===== config.mk =====
export PLATFORM = sky130hd
export DESIGN_NAME = crystal_oscillator_control
export DESIGN_NICKNAME = d
export VERILOG_FILES = /design/src/xosc_pkg.sv /design/src/crystal_oscillator_control.sv
export SDC_FILE = /design/constraint.sdc
export NUM_CORES = 1
export LEC_CHECK = 0
export BUFFER_PORTS_ARGS = -buffer_cell sky130_fd_sc_hd__buf_2
export CAP_MARGIN = 20
export CORE_ASPECT_RATIO = 1.2
export CORE_UTILIZATION = 40
export CTS_BUF_LIST = sky130_fd_sc_hd__clkbuf_16
export CTS_CLUSTER_DIAMETER = 30
export CTS_CLUSTER_SIZE = 28
export DETAILED_ROUTE_END_ITERATION = 7
export HOLD_SLACK_MARGIN = 0.03
export MAX_ROUTING_LAYER = met4
export PLACE_DENSITY = 0.64
export SYNTH_ARGS = -nofsm -noshare
export SYNTH_HDL_FRONTEND = slang
export SYNTH_HIERARCHICAL = 1
export SYNTH_SLANG_ARGS = --single-unit

===== constraint.sdc =====
create_clock -name clk -period 9.9 [get_ports clk]
set_input_delay 1.485 -clock clk [delete_from_list [all_inputs] [get_ports clk]]
set_output_delay 1.485 -clock clk [all_outputs]
set_load 0.05 [all_outputs]

===== src/xosc_pkg.sv =====
// Package for the crystal oscillator control block: offsets, fields, reset values
package xosc_pkg;
  // Register byte offsets
  localparam logic [11:0] FAST_CTL_OFS  = 12'h000;
  localparam logic [11:0] SLOW_CTL_OFS  = 12'h004;
  localparam logic [11:0] IRQ_STAT_OFS  = 12'h008;
  localparam logic [11:0] IRQ_MASK_OFS  = 12'h00c;
  // Control register field positions
  localparam int BYP_BIT     = 31;
  localparam int ECNT_LSB    = 16;
  localparam int MASK_BIT    = 15;
  localparam int PEND_BIT    = 7;
  localparam int STAT_BIT    = 6;
  localparam int PWR_BIT     = 5;
  localparam int DIV_LSB     = 0;
  // Reset values
  localparam logic [7:0] ECNT_RST  = 8'h80;
  localparam logic [4:0] DIV_RST   = 5'h00;
  // Stabilization counter granularity: end count is end_count_value shifted left by this
  localparam int STAB_SHIFT  = 9;
  localparam int STAB_W      = 8 + STAB_SHIFT;
  // Three-flop input synchroniser depth
  localparam int SYNC_DEPTH  = 3;

  // Software configuration of one oscillator
  typedef struct packed {
    logic       bypass_select;
    logic [7:0] end_count_value;
    logic [4:0] output_divider;
  } osc_cfg_s;

  // Oscillator stabilization state
  typedef enum logic [1:0] {
    OSC_OFF    = 2'b00,
    OSC_COUNT  = 2'b01,
    OSC_STABLE = 2'b11,
    OSC_BYPASS = 2'b10
  } osc_state_e;
endpackage


===== src/crystal_oscillator_control.sv =====
// Crystal oscillator control: power, stabilization, bypass, divider, ready interrupt, APB slave
// Contract
// - Reset leaves both crystal oscillators powered down until switched on.
// - Switching an oscillator on from off starts a counter; its clock is released at end_count_value times 512.
// - The fast oscillator sets its ready-pending flag when its count reaches the end value.
// - The fast ready interrupt is high only while ready-pending is set and the mask is 1; irq also goes high on the slow pending flag under its mask.
// - Writing 1 to the fast ready-pending flag clears it; writing 0 leaves it.
// - The fast oscillator is powered by the mode-entry manager's enable for the active mode.
// - Fast clock availability is reported as a global status output.
// - Bypass can be set by software but only a system reset clears it.
// - In bypass the input pin clock passes with the same polarity and status reads 1.
// - Bypass acts regardless of the power-on control.
// - The stabilization counter is held in reset while bypass is selected.
// - Without bypass the oscillator output is the root clock; with bypass the input pin is.
// - Each output clock is divided by the divider field plus one, 1 to 32.
// - The slow oscillator is switched by its own power-on bit: 0 off, 1 on.
// - The slow stable bit reads 0 until the count reaches the end value times 512, then 1.
`timescale 1ns/10ps

module crystal_oscillator_control (
  // Clock and reset
  input  wire logic        clk,
  input  wire logic        rst_n,
  // APB slave
  input  wire logic        psel,
  input  wire logic        penable,
  input  wire logic        pwrite,
  input  wire logic [11:0] paddr,
  input  wire logic [31:0] pwdata,
  output logic      [31:0] prdata,
  output logic             pready,
  output logic             pslverr,
  // Mode-entry manager
  input  wire logic        fast_osc_mode_enable,
  output logic             fast_osc_global_status,
  // Oscillator pins (sampled clocks from the crystal circuits)
  input  wire logic        crystal_input_pin,
  input  wire logic        slow_crystal_input_pin,
  output logic             fast_osc_power_en,
  output logic             slow_osc_power_en,
  // Divided oscillator clocks and interrupt
  output logic             fast_osc_clk_out,
  output logic             slow_osc_clk_out,
  output logic             irq
);

  // Reset release through two flops
  logic [1:0] rst_sync_q;
  logic       srst_n;
  always_ff @(posedge clk or negedge rst_n) begin
    if (!rst_n) begin
      rst_sync_q <= 2'b00;
    end else begin
      rst_sync_q <= {rst_sync_q[0], 1'b1};
    end
  end
  assign srst_n = rst_sync_q[1];

  // Configuration registers
  xosc_pkg::osc_cfg_s fast_cfg_q;
  xosc_pkg::osc_cfg_s slow_cfg_q;
  logic               fast_mask_q;
  logic               slow_power_on_q;
  logic               fast_pend_q;
  logic               slow_pend_q;
  logic               slow_mask_q;

  // Bus decode
  logic wr_en;
  logic rd_en;
  assign wr_en = psel && penable && pwrite;
  assign rd_en = psel && !penable && !pwrite;

  // Pin clocks pass three flops; an edge counts once stages two and three agree
  logic [xosc_pkg::SYNC_DEPTH-1:0] fast_pin_q;
  logic [xosc_pkg::SYNC_DEPTH-1:0] slow_pin_q;
  logic                            fast_lvl_q;
  logic                            slow_lvl_q;
  always_ff @(posedge clk or negedge srst_n) begin
    if (!srst_n) begin
      fast_pin_q <= '0;
      slow_pin_q <= '0;
      fast_lvl_q <= 1'b0;
      slow_lvl_q <= 1'b0;
    end else begin
      fast_pin_q <= {fast_pin_q[1:0], crystal_input_pin};
      slow_pin_q <= {slow_pin_q[1:0], slow_crystal_input_pin};
      if (fast_pin_q[1] == fast_pin_q[2]) begin
        fast_lvl_q <= fast_pin_q[2];
      end
      if (slow_pin_q[1] == slow_pin_q[2]) begin
        slow_lvl_q <= slow_pin_q[2];
      end
    end
  end

  // Rising edges of the oscillator clocks act as count enables
  logic fast_lvl_d1_q;
  logic slow_lvl_d1_q;
  logic fast_rise;
  logic slow_rise;
  always_ff @(posedge clk or negedge srst_n) begin
    if (!srst_n) begin
      fast_lvl_d1_q <= 1'b0;
      slow_lvl_d1_q <= 1'b0;
    end else begin
      fast_lvl_d1_q <= fast_lvl_q;
      slow_lvl_d1_q <= slow_lvl_q;
    end
  end
  assign fast_rise = fast_lvl_q && !fast_lvl_d1_q;
  assign slow_rise = slow_lvl_q && !slow_lvl_d1_q;

  // Power controls
  logic fast_on;
  logic slow_on;
  assign fast_on = fast_osc_mode_enable;
  assign slow_on = slow_power_on_q;

  // Stabilization and divider per oscillator
  logic fast_stable;
  logic slow_stable;
  logic fast_done;
  logic slow_done;
  logic fast_div_clk;
  logic slow_div_clk;

  osc_channel u_fast (
    .clk      (clk),
    .srst_n   (srst_n),
    .power_on (fast_on),
    .cfg      (fast_cfg_q),
    .osc_rise (fast_rise),
    .osc_lvl  (fast_lvl_q),
    .stable   (fast_stable),
    .done     (fast_done),
    .div_clk  (fast_div_clk)
  );

  osc_channel u_slow (
    .clk      (clk),
    .srst_n   (srst_n),
    .power_on (slow_on),
    .cfg      (slow_cfg_q),
    .osc_rise (slow_rise),
    .osc_lvl  (slow_lvl_q),
    .stable   (slow_stable),
    .done     (slow_done),
    .div_clk  (slow_div_clk)
  );

  // Control register writes; bypass is sticky until reset
  always_ff @(posedge clk or negedge srst_n) begin
    if (!srst_n) begin
      fast_cfg_q      <= '{1'b0, xosc_pkg::ECNT_RST, xosc_pkg::DIV_RST};
      slow_cfg_q      <= '{1'b0, xosc_pkg::ECNT_RST, xosc_pkg::DIV_RST};
      fast_mask_q     <= 1'b0;
      slow_mask_q     <= 1'b0;
      slow_power_on_q <= 1'b0;
    end else if (wr_en) begin
      if (paddr == xosc_pkg::FAST_CTL_OFS) begin
        fast_cfg_q.bypass_select   <= fast_cfg_q.bypass_select | pwdata[xosc_pkg::BYP_BIT];
        fast_cfg_q.end_count_value <= pwdata[xosc_pkg::ECNT_LSB +: 8];
        fast_cfg_q.output_divider  <= pwdata[xosc_pkg::DIV_LSB +: 5];
        fast_mask_q                <= pwdata[xosc_pkg::MASK_BIT];
      end
      if (paddr == xosc_pkg::SLOW_CTL_OFS) begin
        slow_cfg_q.bypass_select   <= slow_cfg_q.bypass_select | pwdata[xosc_pkg::BYP_BIT];
        slow_cfg_q.end_count_value <= pwdata[xosc_pkg::ECNT_LSB +: 8];
        slow_cfg_q.output_divider  <= pwdata[xosc_pkg::DIV_LSB +: 5];
        slow_power_on_q            <= pwdata[xosc_pkg::PWR_BIT];
      end
      if (paddr == xosc_pkg::IRQ_MASK_OFS) begin
        fast_mask_q <= pwdata[0];
        slow_mask_q <= pwdata[1];
      end
    end
  end

  // Pending flags: hardware set wins over a same-cycle write-one clear
  logic fast_clr;
  logic slow_clr;
  assign fast_clr = wr_en && (((paddr == xosc_pkg::FAST_CTL_OFS) && pwdata[xosc_pkg::PEND_BIT]) ||
                              ((paddr == xosc_pkg::IRQ_STAT_OFS) && pwdata[0]));
  assign slow_clr = wr_en && (paddr == xosc_pkg::IRQ_STAT_OFS) && pwdata[1];
  always_ff @(posedge clk or negedge srst_n) begin
    if (!srst_n) begin
      fast_pend_q <= 1'b0;
      slow_pend_q <= 1'b0;
    end else begin
      if (fast_done) begin
        fast_pend_q <= 1'b1;
      end else if (fast_clr) begin
        fast_pend_q <= 1'b0;
      end
      if (slow_done) begin
        slow_pend_q <= 1'b1;
      end else if (slow_clr) begin
        slow_pend_q <= 1'b0;
      end
    end
  end

  // Read mux, sampled in the setup cycle so data stands in the access phase
  logic [31:0] rd_d;
  always_comb begin
    rd_d = 32'h0000_0000;
    unique case (paddr)
      xosc_pkg::FAST_CTL_OFS: begin
        rd_d[xosc_pkg::BYP_BIT]         = fast_cfg_q.bypass_select;
        rd_d[xosc_pkg::ECNT_LSB +: 8]   = fast_cfg_q.end_count_value;
        rd_d[xosc_pkg::MASK_BIT]        = fast_mask_q;
        rd_d[xosc_pkg::PEND_BIT]        = fast_pend_q;
        rd_d[xosc_pkg::STAT_BIT]        = fast_stable;
        rd_d[xosc_pkg::PWR_BIT]         = fast_on;
        rd_d[xosc_pkg::DIV_LSB +: 5]    = fast_cfg_q.output_divider;
      end
      xosc_pkg::SLOW_CTL_OFS: begin
        rd_d[xosc_pkg::BYP_BIT]         = slow_cfg_q.bypass_select;
        rd_d[xosc_pkg::ECNT_LSB +: 8]   = slow_cfg_q.end_count_value;
        rd_d[xosc_pkg::STAT_BIT]        = slow_stable;
        rd_d[xosc_pkg::PWR_BIT]         = slow_power_on_q;
        rd_d[xosc_pkg::DIV_LSB +: 5]    = slow_cfg_q.output_divider;
      end
      xosc_pkg::IRQ_STAT_OFS: rd_d[1:0] = {slow_pend_q, fast_pend_q};
      xosc_pkg::IRQ_MASK_OFS: rd_d[1:0] = {slow_mask_q, fast_mask_q};
      default: rd_d = 32'h0000_0000;
    endcase
  end

  // APB answer: one wait-free access phase, unmapped addresses flag an error
  logic mapped;
  assign mapped = (paddr == xosc_pkg::FAST_CTL_OFS) || (paddr == xosc_pkg::SLOW_CTL_OFS) ||
                  (paddr == xosc_pkg::IRQ_STAT_OFS) || (paddr == xosc_pkg::IRQ_MASK_OFS);
  always_ff @(posedge clk or negedge srst_n) begin
    if (!srst_n) begin
      prdata  <= 32'h0000_0000;
      pready  <= 1'b0;
      pslverr <= 1'b0;
    end else begin
      pready  <= psel && !penable;
      pslverr <= psel && !penable && !mapped;
      if (rd_en) begin
        prdata <= rd_d;
      end
    end
  end

  // Registered outputs: status, power, clocks, interrupt
  always_ff @(posedge clk or negedge srst_n) begin
    if (!srst_n) begin
      fast_osc_global_status <= 1'b0;
      fast_osc_power_en      <= 1'b0;
      slow_osc_power_en      <= 1'b0;
      fast_osc_clk_out       <= 1'b0;
      slow_osc_clk_out       <= 1'b0;
      irq                    <= 1'b0;
    end else begin
      fast_osc_global_status <= fast_stable;
      // Analog core stays off in bypass, power control no matter
      fast_osc_power_en      <= fast_on && !fast_cfg_q.bypass_select;
      slow_osc_power_en      <= slow_on && !slow_cfg_q.bypass_select;
      fast_osc_clk_out       <= fast_div_clk;
      slow_osc_clk_out       <= slow_div_clk;
      irq                    <= (fast_pend_q && fast_mask_q) || (slow_pend_q && slow_mask_q);
    end
  end

endmodule

// One oscillator channel: stabilization counter, root clock select, divider
module osc_channel (
  // Clock and reset
  input  wire logic               clk,
  input  wire logic               srst_n,
  // Control
  input  wire logic               power_on,
  input  wire xosc_pkg::osc_cfg_s cfg,
  input  wire logic               osc_rise,
  input  wire logic               osc_lvl,
  // Status and clock
  output logic                    stable,
  output logic                    done,
  output logic                    div_clk
);

  xosc_pkg::osc_state_e            state_q;
  logic [xosc_pkg::STAB_W-1:0]     cnt_q;
  logic [xosc_pkg::STAB_W-1:0]     end_cnt;
  logic [4:0]                      div_cnt_q;
  logic                            div_q;
  logic                            root_rise;

  // End count is end_count_value shifted by nine
  assign end_cnt = {cfg.end_count_value, {xosc_pkg::STAB_SHIFT{1'b0}}};

  // Counter state; it counts oscillator edges as enables, but runs on the system clock
  always_ff @(posedge clk or negedge srst_n) begin
    if (!srst_n) begin
      state_q <= xosc_pkg::OSC_OFF;
      cnt_q   <= '0;
    end else if (cfg.bypass_select) begin
      state_q <= xosc_pkg::OSC_BYPASS;
      cnt_q   <= '0;
    end else begin
      unique case (state_q)
        xosc_pkg::OSC_OFF: begin
          cnt_q <= '0;
          if (power_on) begin
            state_q <= xosc_pkg::OSC_COUNT;
          end
        end
        xosc_pkg::OSC_COUNT: begin
          if (!power_on) begin
            state_q <= xosc_pkg::OSC_OFF;
          end else if (cnt_q >= end_cnt) begin
            state_q <= xosc_pkg::OSC_STABLE;
          end else if (osc_rise) begin
            cnt_q <= cnt_q + 1'b1;
          end
        end
        xosc_pkg::OSC_STABLE: begin
          if (!power_on) begin
            state_q <= xosc_pkg::OSC_OFF;
          end
        end
        xosc_pkg::OSC_BYPASS: state_q <= xosc_pkg::OSC_BYPASS;
      endcase
    end
  end

  // Available only once stable or while bypassed, in which status is forced to 1
  assign stable = (state_q == xosc_pkg::OSC_STABLE) || (state_q == xosc_pkg::OSC_BYPASS);
  assign done   = (state_q == xosc_pkg::OSC_COUNT) && power_on && (cnt_q >= end_cnt) &&
                  !cfg.bypass_select;
  // Root clock is the pin in bypass, the gated oscillator otherwise
  assign root_rise = osc_rise && stable;

  // Divide by output_divider+1; factor 1 passes the level with its own polarity
  always_ff @(posedge clk or negedge srst_n) begin
    if (!srst_n) begin
      div_cnt_q <= 5'h00;
      div_q     <= 1'b0;
    end else if (!stable) begin
      div_cnt_q <= 5'h00;
      div_q     <= 1'b0;
    end else if (root_rise) begin
      if (div_cnt_q >= cfg.output_divider) begin
        div_cnt_q <= 5'h00;
        div_q     <= 1'b1;
      end else begin
        div_cnt_q <= div_cnt_q + 5'h01;
        div_q     <= 1'b0;
      end
    end else if (!osc_lvl) begin
      div_q <= 1'b0;
    end
  end
  assign div_clk = (cfg.output_divider == 5'h00) ? (stable && osc_lvl) : div_q;

endmodule


Yosys cells after proc, flatten, opt, wreduce, memory -nomap -nowiden --
Index checks and enable logic that the tools add are counted. W data, S select, Z words.
Storage, ports and cells: register bits after elaboration 121, input bits 52, output and inout bits 40
Cells by class: add/sub/neg operators 4, $lt $le $gt $ge 4, equality and inequality tests 27, mux-type cells 50, bitwise gates (word level) 2, reduce and logical (&&, ||, !) cells 58
Operators by type and width (count):
- $mux W17 | 8
- $pmux W17 S2 | 2
- $add A17 B1 Y17 const B | 2
- $ge A17 B17 Y1 | 2
- $mux W5 | 6
- $logic_and A1 B1 Y1 | 26
- $eq A12 B4 Y1 const B | 2
- $ne A3 B3 Y1 const B | 8
- $pmux W2 S4 | 3
- $mux W2 | 10
- $mux W1 | 18
- $pmux W8 S2 | 1
- $eq A12 B3 Y1 const B | 1
- $logic_not A12 Y1 | 1
- $ne A3 B2 Y1 const B | 4
- $add A5 B1 Y5 const B | 2
- $ge A5 B5 Y1 | 2
- $logic_not A5 Y1 | 2
- $pmux W5 S2 | 1
- $eq A2 B2 Y1 const B | 4
- $ne A4 B4 Y1 const B | 2
- $reduce_and A2 Y1 | 4
- $reduce_and A4 Y1 | 2
- $logic_not A1 Y1 | 7
- 10 further kinds | 25

Longest topological paths before layout --
depth in word-level cells 7, depth in mapped cells 9

Cells and area by module --
The synthesis kept the hierarchy.
Modules (own cells, without submodules):
- crystal_oscillator_control | times used 1, cells each 223, area an instance 2865.2 µm², seq. area each 1779.2 µm²
- osc_channel at u_fast | times used 1, cells each 225, area an instance 1906.8 µm², seq. area each 625.6 µm²
- osc_channel at u_slow | times used 1, cells each 195, area an instance 1732.9 µm², seq. area each 625.6 µm²

Least setup slack after synthesis --
OpenSTA, ideal clock, no wires.
path kind input to register, start input port paddr[9], end register slow_mask_q, arrival time 3.176 ns, required time 9.775 ns, setup slack 6.599 ns, stages 5, buffers on the path 1, path through or4_4 or4_1 buf_2 or2_1 mux2_4
On the way: longest elaborated chain between the ends 2
Ends and longest elaborated chain:
- from (decl) | line crystal_oscillator_control.sv:28 | input wire logic [11:0] paddr,
- $eq A12 B4 Y1 | line crystal_oscillator_control.sv:173 | if (paddr == xosc_pkg::IRQ_MASK_OFS) begin
- $reduce_and A2 Y1 (no line)
- to (signal assigned) | line crystal_oscillator_control.sv:175 | slow_mask_q <= pwdata[1];
- to (decl) | line crystal_oscillator_control.sv:66 | logic slow_mask_q;
Every way passes these cells. A chain may end at the register's enable or synchronous reset.

Final worst setup path --
start input port paddr[9], end register slow_cfg_q[11] (netlist bit)
On the way: longest elaborated chain between the ends 2
Ends and longest elaborated chain:
- $eq A12 B3 Y1 | line crystal_oscillator_control.sv:167 | if (paddr == xosc_pkg::SLOW_CTL_OFS) begin
- $reduce_and A2 Y1 (no line)
- to (signal assigned) | line crystal_oscillator_control.sv:156 | slow_cfg_q <= '{1'b0, xosc_pkg::ECNT_RST, xosc_pkg::DIV_RST};
- to (decl) | line crystal_oscillator_control.sv:61 | xosc_pkg::osc_cfg_s slow_cfg_q;
Every way passes these cells.

==> flow_summary.toml <==
[run]
maxCapViolations = 0

[grt]
grt_pass1_vias = 5179
grt_antenna_before_repair = 0
grt-ovfl-total = 0
grt_max_degree = 80
track_usage_pct = 19.5
grt_pass1_wl_mm = 25.2

[logic_synthesis]
synth_seq_area_share_pct = 46.6
synth_seq_cells = 121
synth_most_common_cell = "dfrtp_1"
synth_edf_count = 0
synth_area_leaders = "dfrtp_1, ha_1, mux2_2, nand2_1, inv_1"
synth.avg_cell_area_um2 = 10.1
yosys_most_used_dff = "dfrtp_1"
yosysWarnings = 6
ys_types = 74
synth_top_area_share_pct = 45.8
synth.largest_area_cell = "dfrtp_1"
syn_area_mm2 = 0.00650
synthTopCellsByCount = "dfrtp_1, nand2_1, inv_1"
async_reset_ff_share_pct = 100
syn_inst = 643

[placed_design]
hpwl_mm = 10.6
gp_congestion = 0.864
dp_cells = 895
numPortBuffers = 62

[setup_path]
cp-endpoint = "slow_cfg_q[11]$_DFFE_PN0P_"
endpoint_kind = "flop"
worstRegToRegCells = 6
cp.required_ps = 10200
r2r_end = "u_fast/cnt_q[9]$_DFFE_PN0P_"
startpoint = "paddr[9]"
critPathMaxFanout = 15
arrival_ps = 3490
crit_type = "input port to flop"
cp-start-kind = "input port"
rr_startpoint = "u_fast/cnt_q[12]$_DFFE_PN0P_"
reg2reg_slack_ps = 7150

[routing]
drtIter0Drc = 326
drc = 0
drt-vias-per-instance = 5.56
routed_wl_mm = 14.9
wl_per_cell_um = 16.1
drtAntennaViolNets = 0
routed-via-count = 5161
firstDrtPassIters = 5

[sta]
finalSetupViolations = 0
timing.final.max_slew_violations = 0
finalHoldViolCount = 0
setup_tns_ps = 0
fin_skew_ps = 7.73
fmax_mhz = 313
fin_crit_sh_pct = 32.2
fin_crit_ps = 3190
rsz0062_at_grt = "false"
slew_headroom_pct = 42.2
worstMarginPinSlew_ps = 867

[layout]
stdcell_count = 928
diodes = 0
area_growth_pct = 16.3
multiInputGateArea_mm2 = 0.00311
drive_above_1_share_pct = 21.1
final_nets = 791
regArea_mm2 = 0.00303
nFillCells = 1490

[power_and_ir_drop]
power_frac_seq_pct = 41.6
p_leak_nw = 3.52
max-vdd-ir-drop_mv = 0.130
power.switching_mw = 0.326
p_int_mw = 0.932
fin_total_pwr_mw = 1.26
clockPowerShare_pct = 49.7
p_comb_share_pct = 8.6
powerDensity_mw_per_mm2 = 166
sw_frac_of_total_pct = 25.9

[status]
status = "finished, final reports clean"

[clock_network]
cts_setup_buffers = 0
root_buffer = "clkbuf_16"
htreeDepth = 4
cts.sinks = 121
numCtsBuffers = 17
clkTransAtPathRegs_ps = 50
clk_latency_ps = 420
cts_tree = "done"
clockBufferDepth = 2
ctsHoldBuffers = 0
cts_resized = 0

[floorplanning]
start_util_pct = 41.3
coreArea_mm2 = 0.0158
rows = 50
die-area_mm2 = 0.0168
die_h_um = 142
die_w_um = 118
io_pins = 92

[min_path]
hold_path.class = "flop to asynchronous set/reset pin"
## metrics by stage
stage	hold slack [ps]	setup slack (ps)	utilization (%)	cell area (um2)
4_1_cts	338	6720	47.8	7540
3_3_place_gp	320	6290	44.0	6940
6_report	309	6710	48.0	7560
3_5_place_dp	331	6280	44.0	6940
2_1_floorplan	331	6280	-	6550
5_1_grt	358	6650	48.0	7560
## layout by cell type, fill, tap and decap left out, types with 15 or more instances in the layout
master and count:
mux2_2 27, dfrtp_1 118, buf_2 62, a21oi_1 15, nand3_1 25, o21ai_0 27, conb_1 15, nand4_1 16
clkbuf_16 17, nor2_1 20, ha_1 32, nand2_1 73, inv_1 51
## kinds of logic (layout without fill, tap and decap cells)
logic type / count (synthesis) / count (layout) / synth area share, %
xor gates and xnor gates: 4 / 4 / 0.539
adders and majority gates: 34 / 34 / 6.46
AOI/OAI and AO/OA: 135 / 135 / 14.7
buffers and inverters: 86 / 150 / 6.42
other: 2 / 15 / 0.115
muxes: 34 / 34 / 5.85
and+or+nand+nor: 227 / 227 / 19.3
DFF: 121 / 121 / 46.6
## power groups by stage
stage | sequential (mW) | combinational, mW | clock [mW]
3_5_place_dp | 0.532 | 0.106 | 0
4_1_cts | 0.524 | 0.107 | 0.638
3_3_place_gp | 0.531 | 0.105 | 0
6_report | 0.524 | 0.109 | 0.626
2_1_floorplan | 0.544 | 0.0676 | 0
5_1_grt | 0.526 | 0.118 | 0.660
## state kept, by name (all words and copies together) (netlist names), 2 cells and up
signal / cells
slow_cfg_q: 14
prdata: 18
rst_sync_q: 2
u_slow/cnt_q: 17
fast_pin_q: 3
fast_cfg_q: 14
slow_pin_q: 3
u_fast/state_q: 2
u_slow/state_q: 2
u_slow/div_cnt_q: 5
u_fast/div_cnt_q: 5
u_fast/cnt_q: 17
## final cells by class
| cell class | instances | area share (%) |
|---|---|---|
| multi-input combinational | 449 | 41.1 |
| timing repair buffer | 67 | 4.86 |
| clock inverter | 15 | 2.30 |
| inverter | 51 | 2.53 |
| sequential | 121 | 40.1 |
| clock buffer | 17 | 5.62 |
| tap | 208 | 3.44 |
## worst min path at each step
stage | start | end | slack [ps] | cells past startpoint
5_1_grt | rst_sync_q[0]$_DFF_PN0_ | rst_sync_q[1]$_DFF_PN0_ | 360 | 0
3_3_place_gp | rst_sync_q[1]$_DFF_PN0_ | u_slow/div_cnt_q[1]$_DFFE_PN0P_ | 320 | 0
6_report | rst_sync_q[1]$_DFF_PN0_ | u_slow/div_cnt_q[1]$_DFFE_PN0P_ | 310 | 0
2_1_floorplan | fast_pin_q[0]$_DFF_PN0_ | fast_pin_q[1]$_DFF_PN0_ | 330 | 0
4_1_cts | rst_sync_q[1]$_DFF_PN0_ | slow_mask_q$_DFFE_PN0P_ | 340 | 0
3_5_place_dp | rst_sync_q[1]$_DFF_PN0_ | u_slow/div_cnt_q[1]$_DFFE_PN0P_ | 330 | 0
## routing by layer
layer	global-route usage (%)	up-vias	wire length (um)
met5	-	-	0
met4	6.66	0	210
met3	4.58	24	536
met2	33.0	123	7670
met1	22.8	2560	6480
li1	-	2454	-
## critical path: stages
cell	delay, ps
buf_2	100
or4_4	570
or4_1	900
mux2_1	440
(Power assumes the default switching activity.)
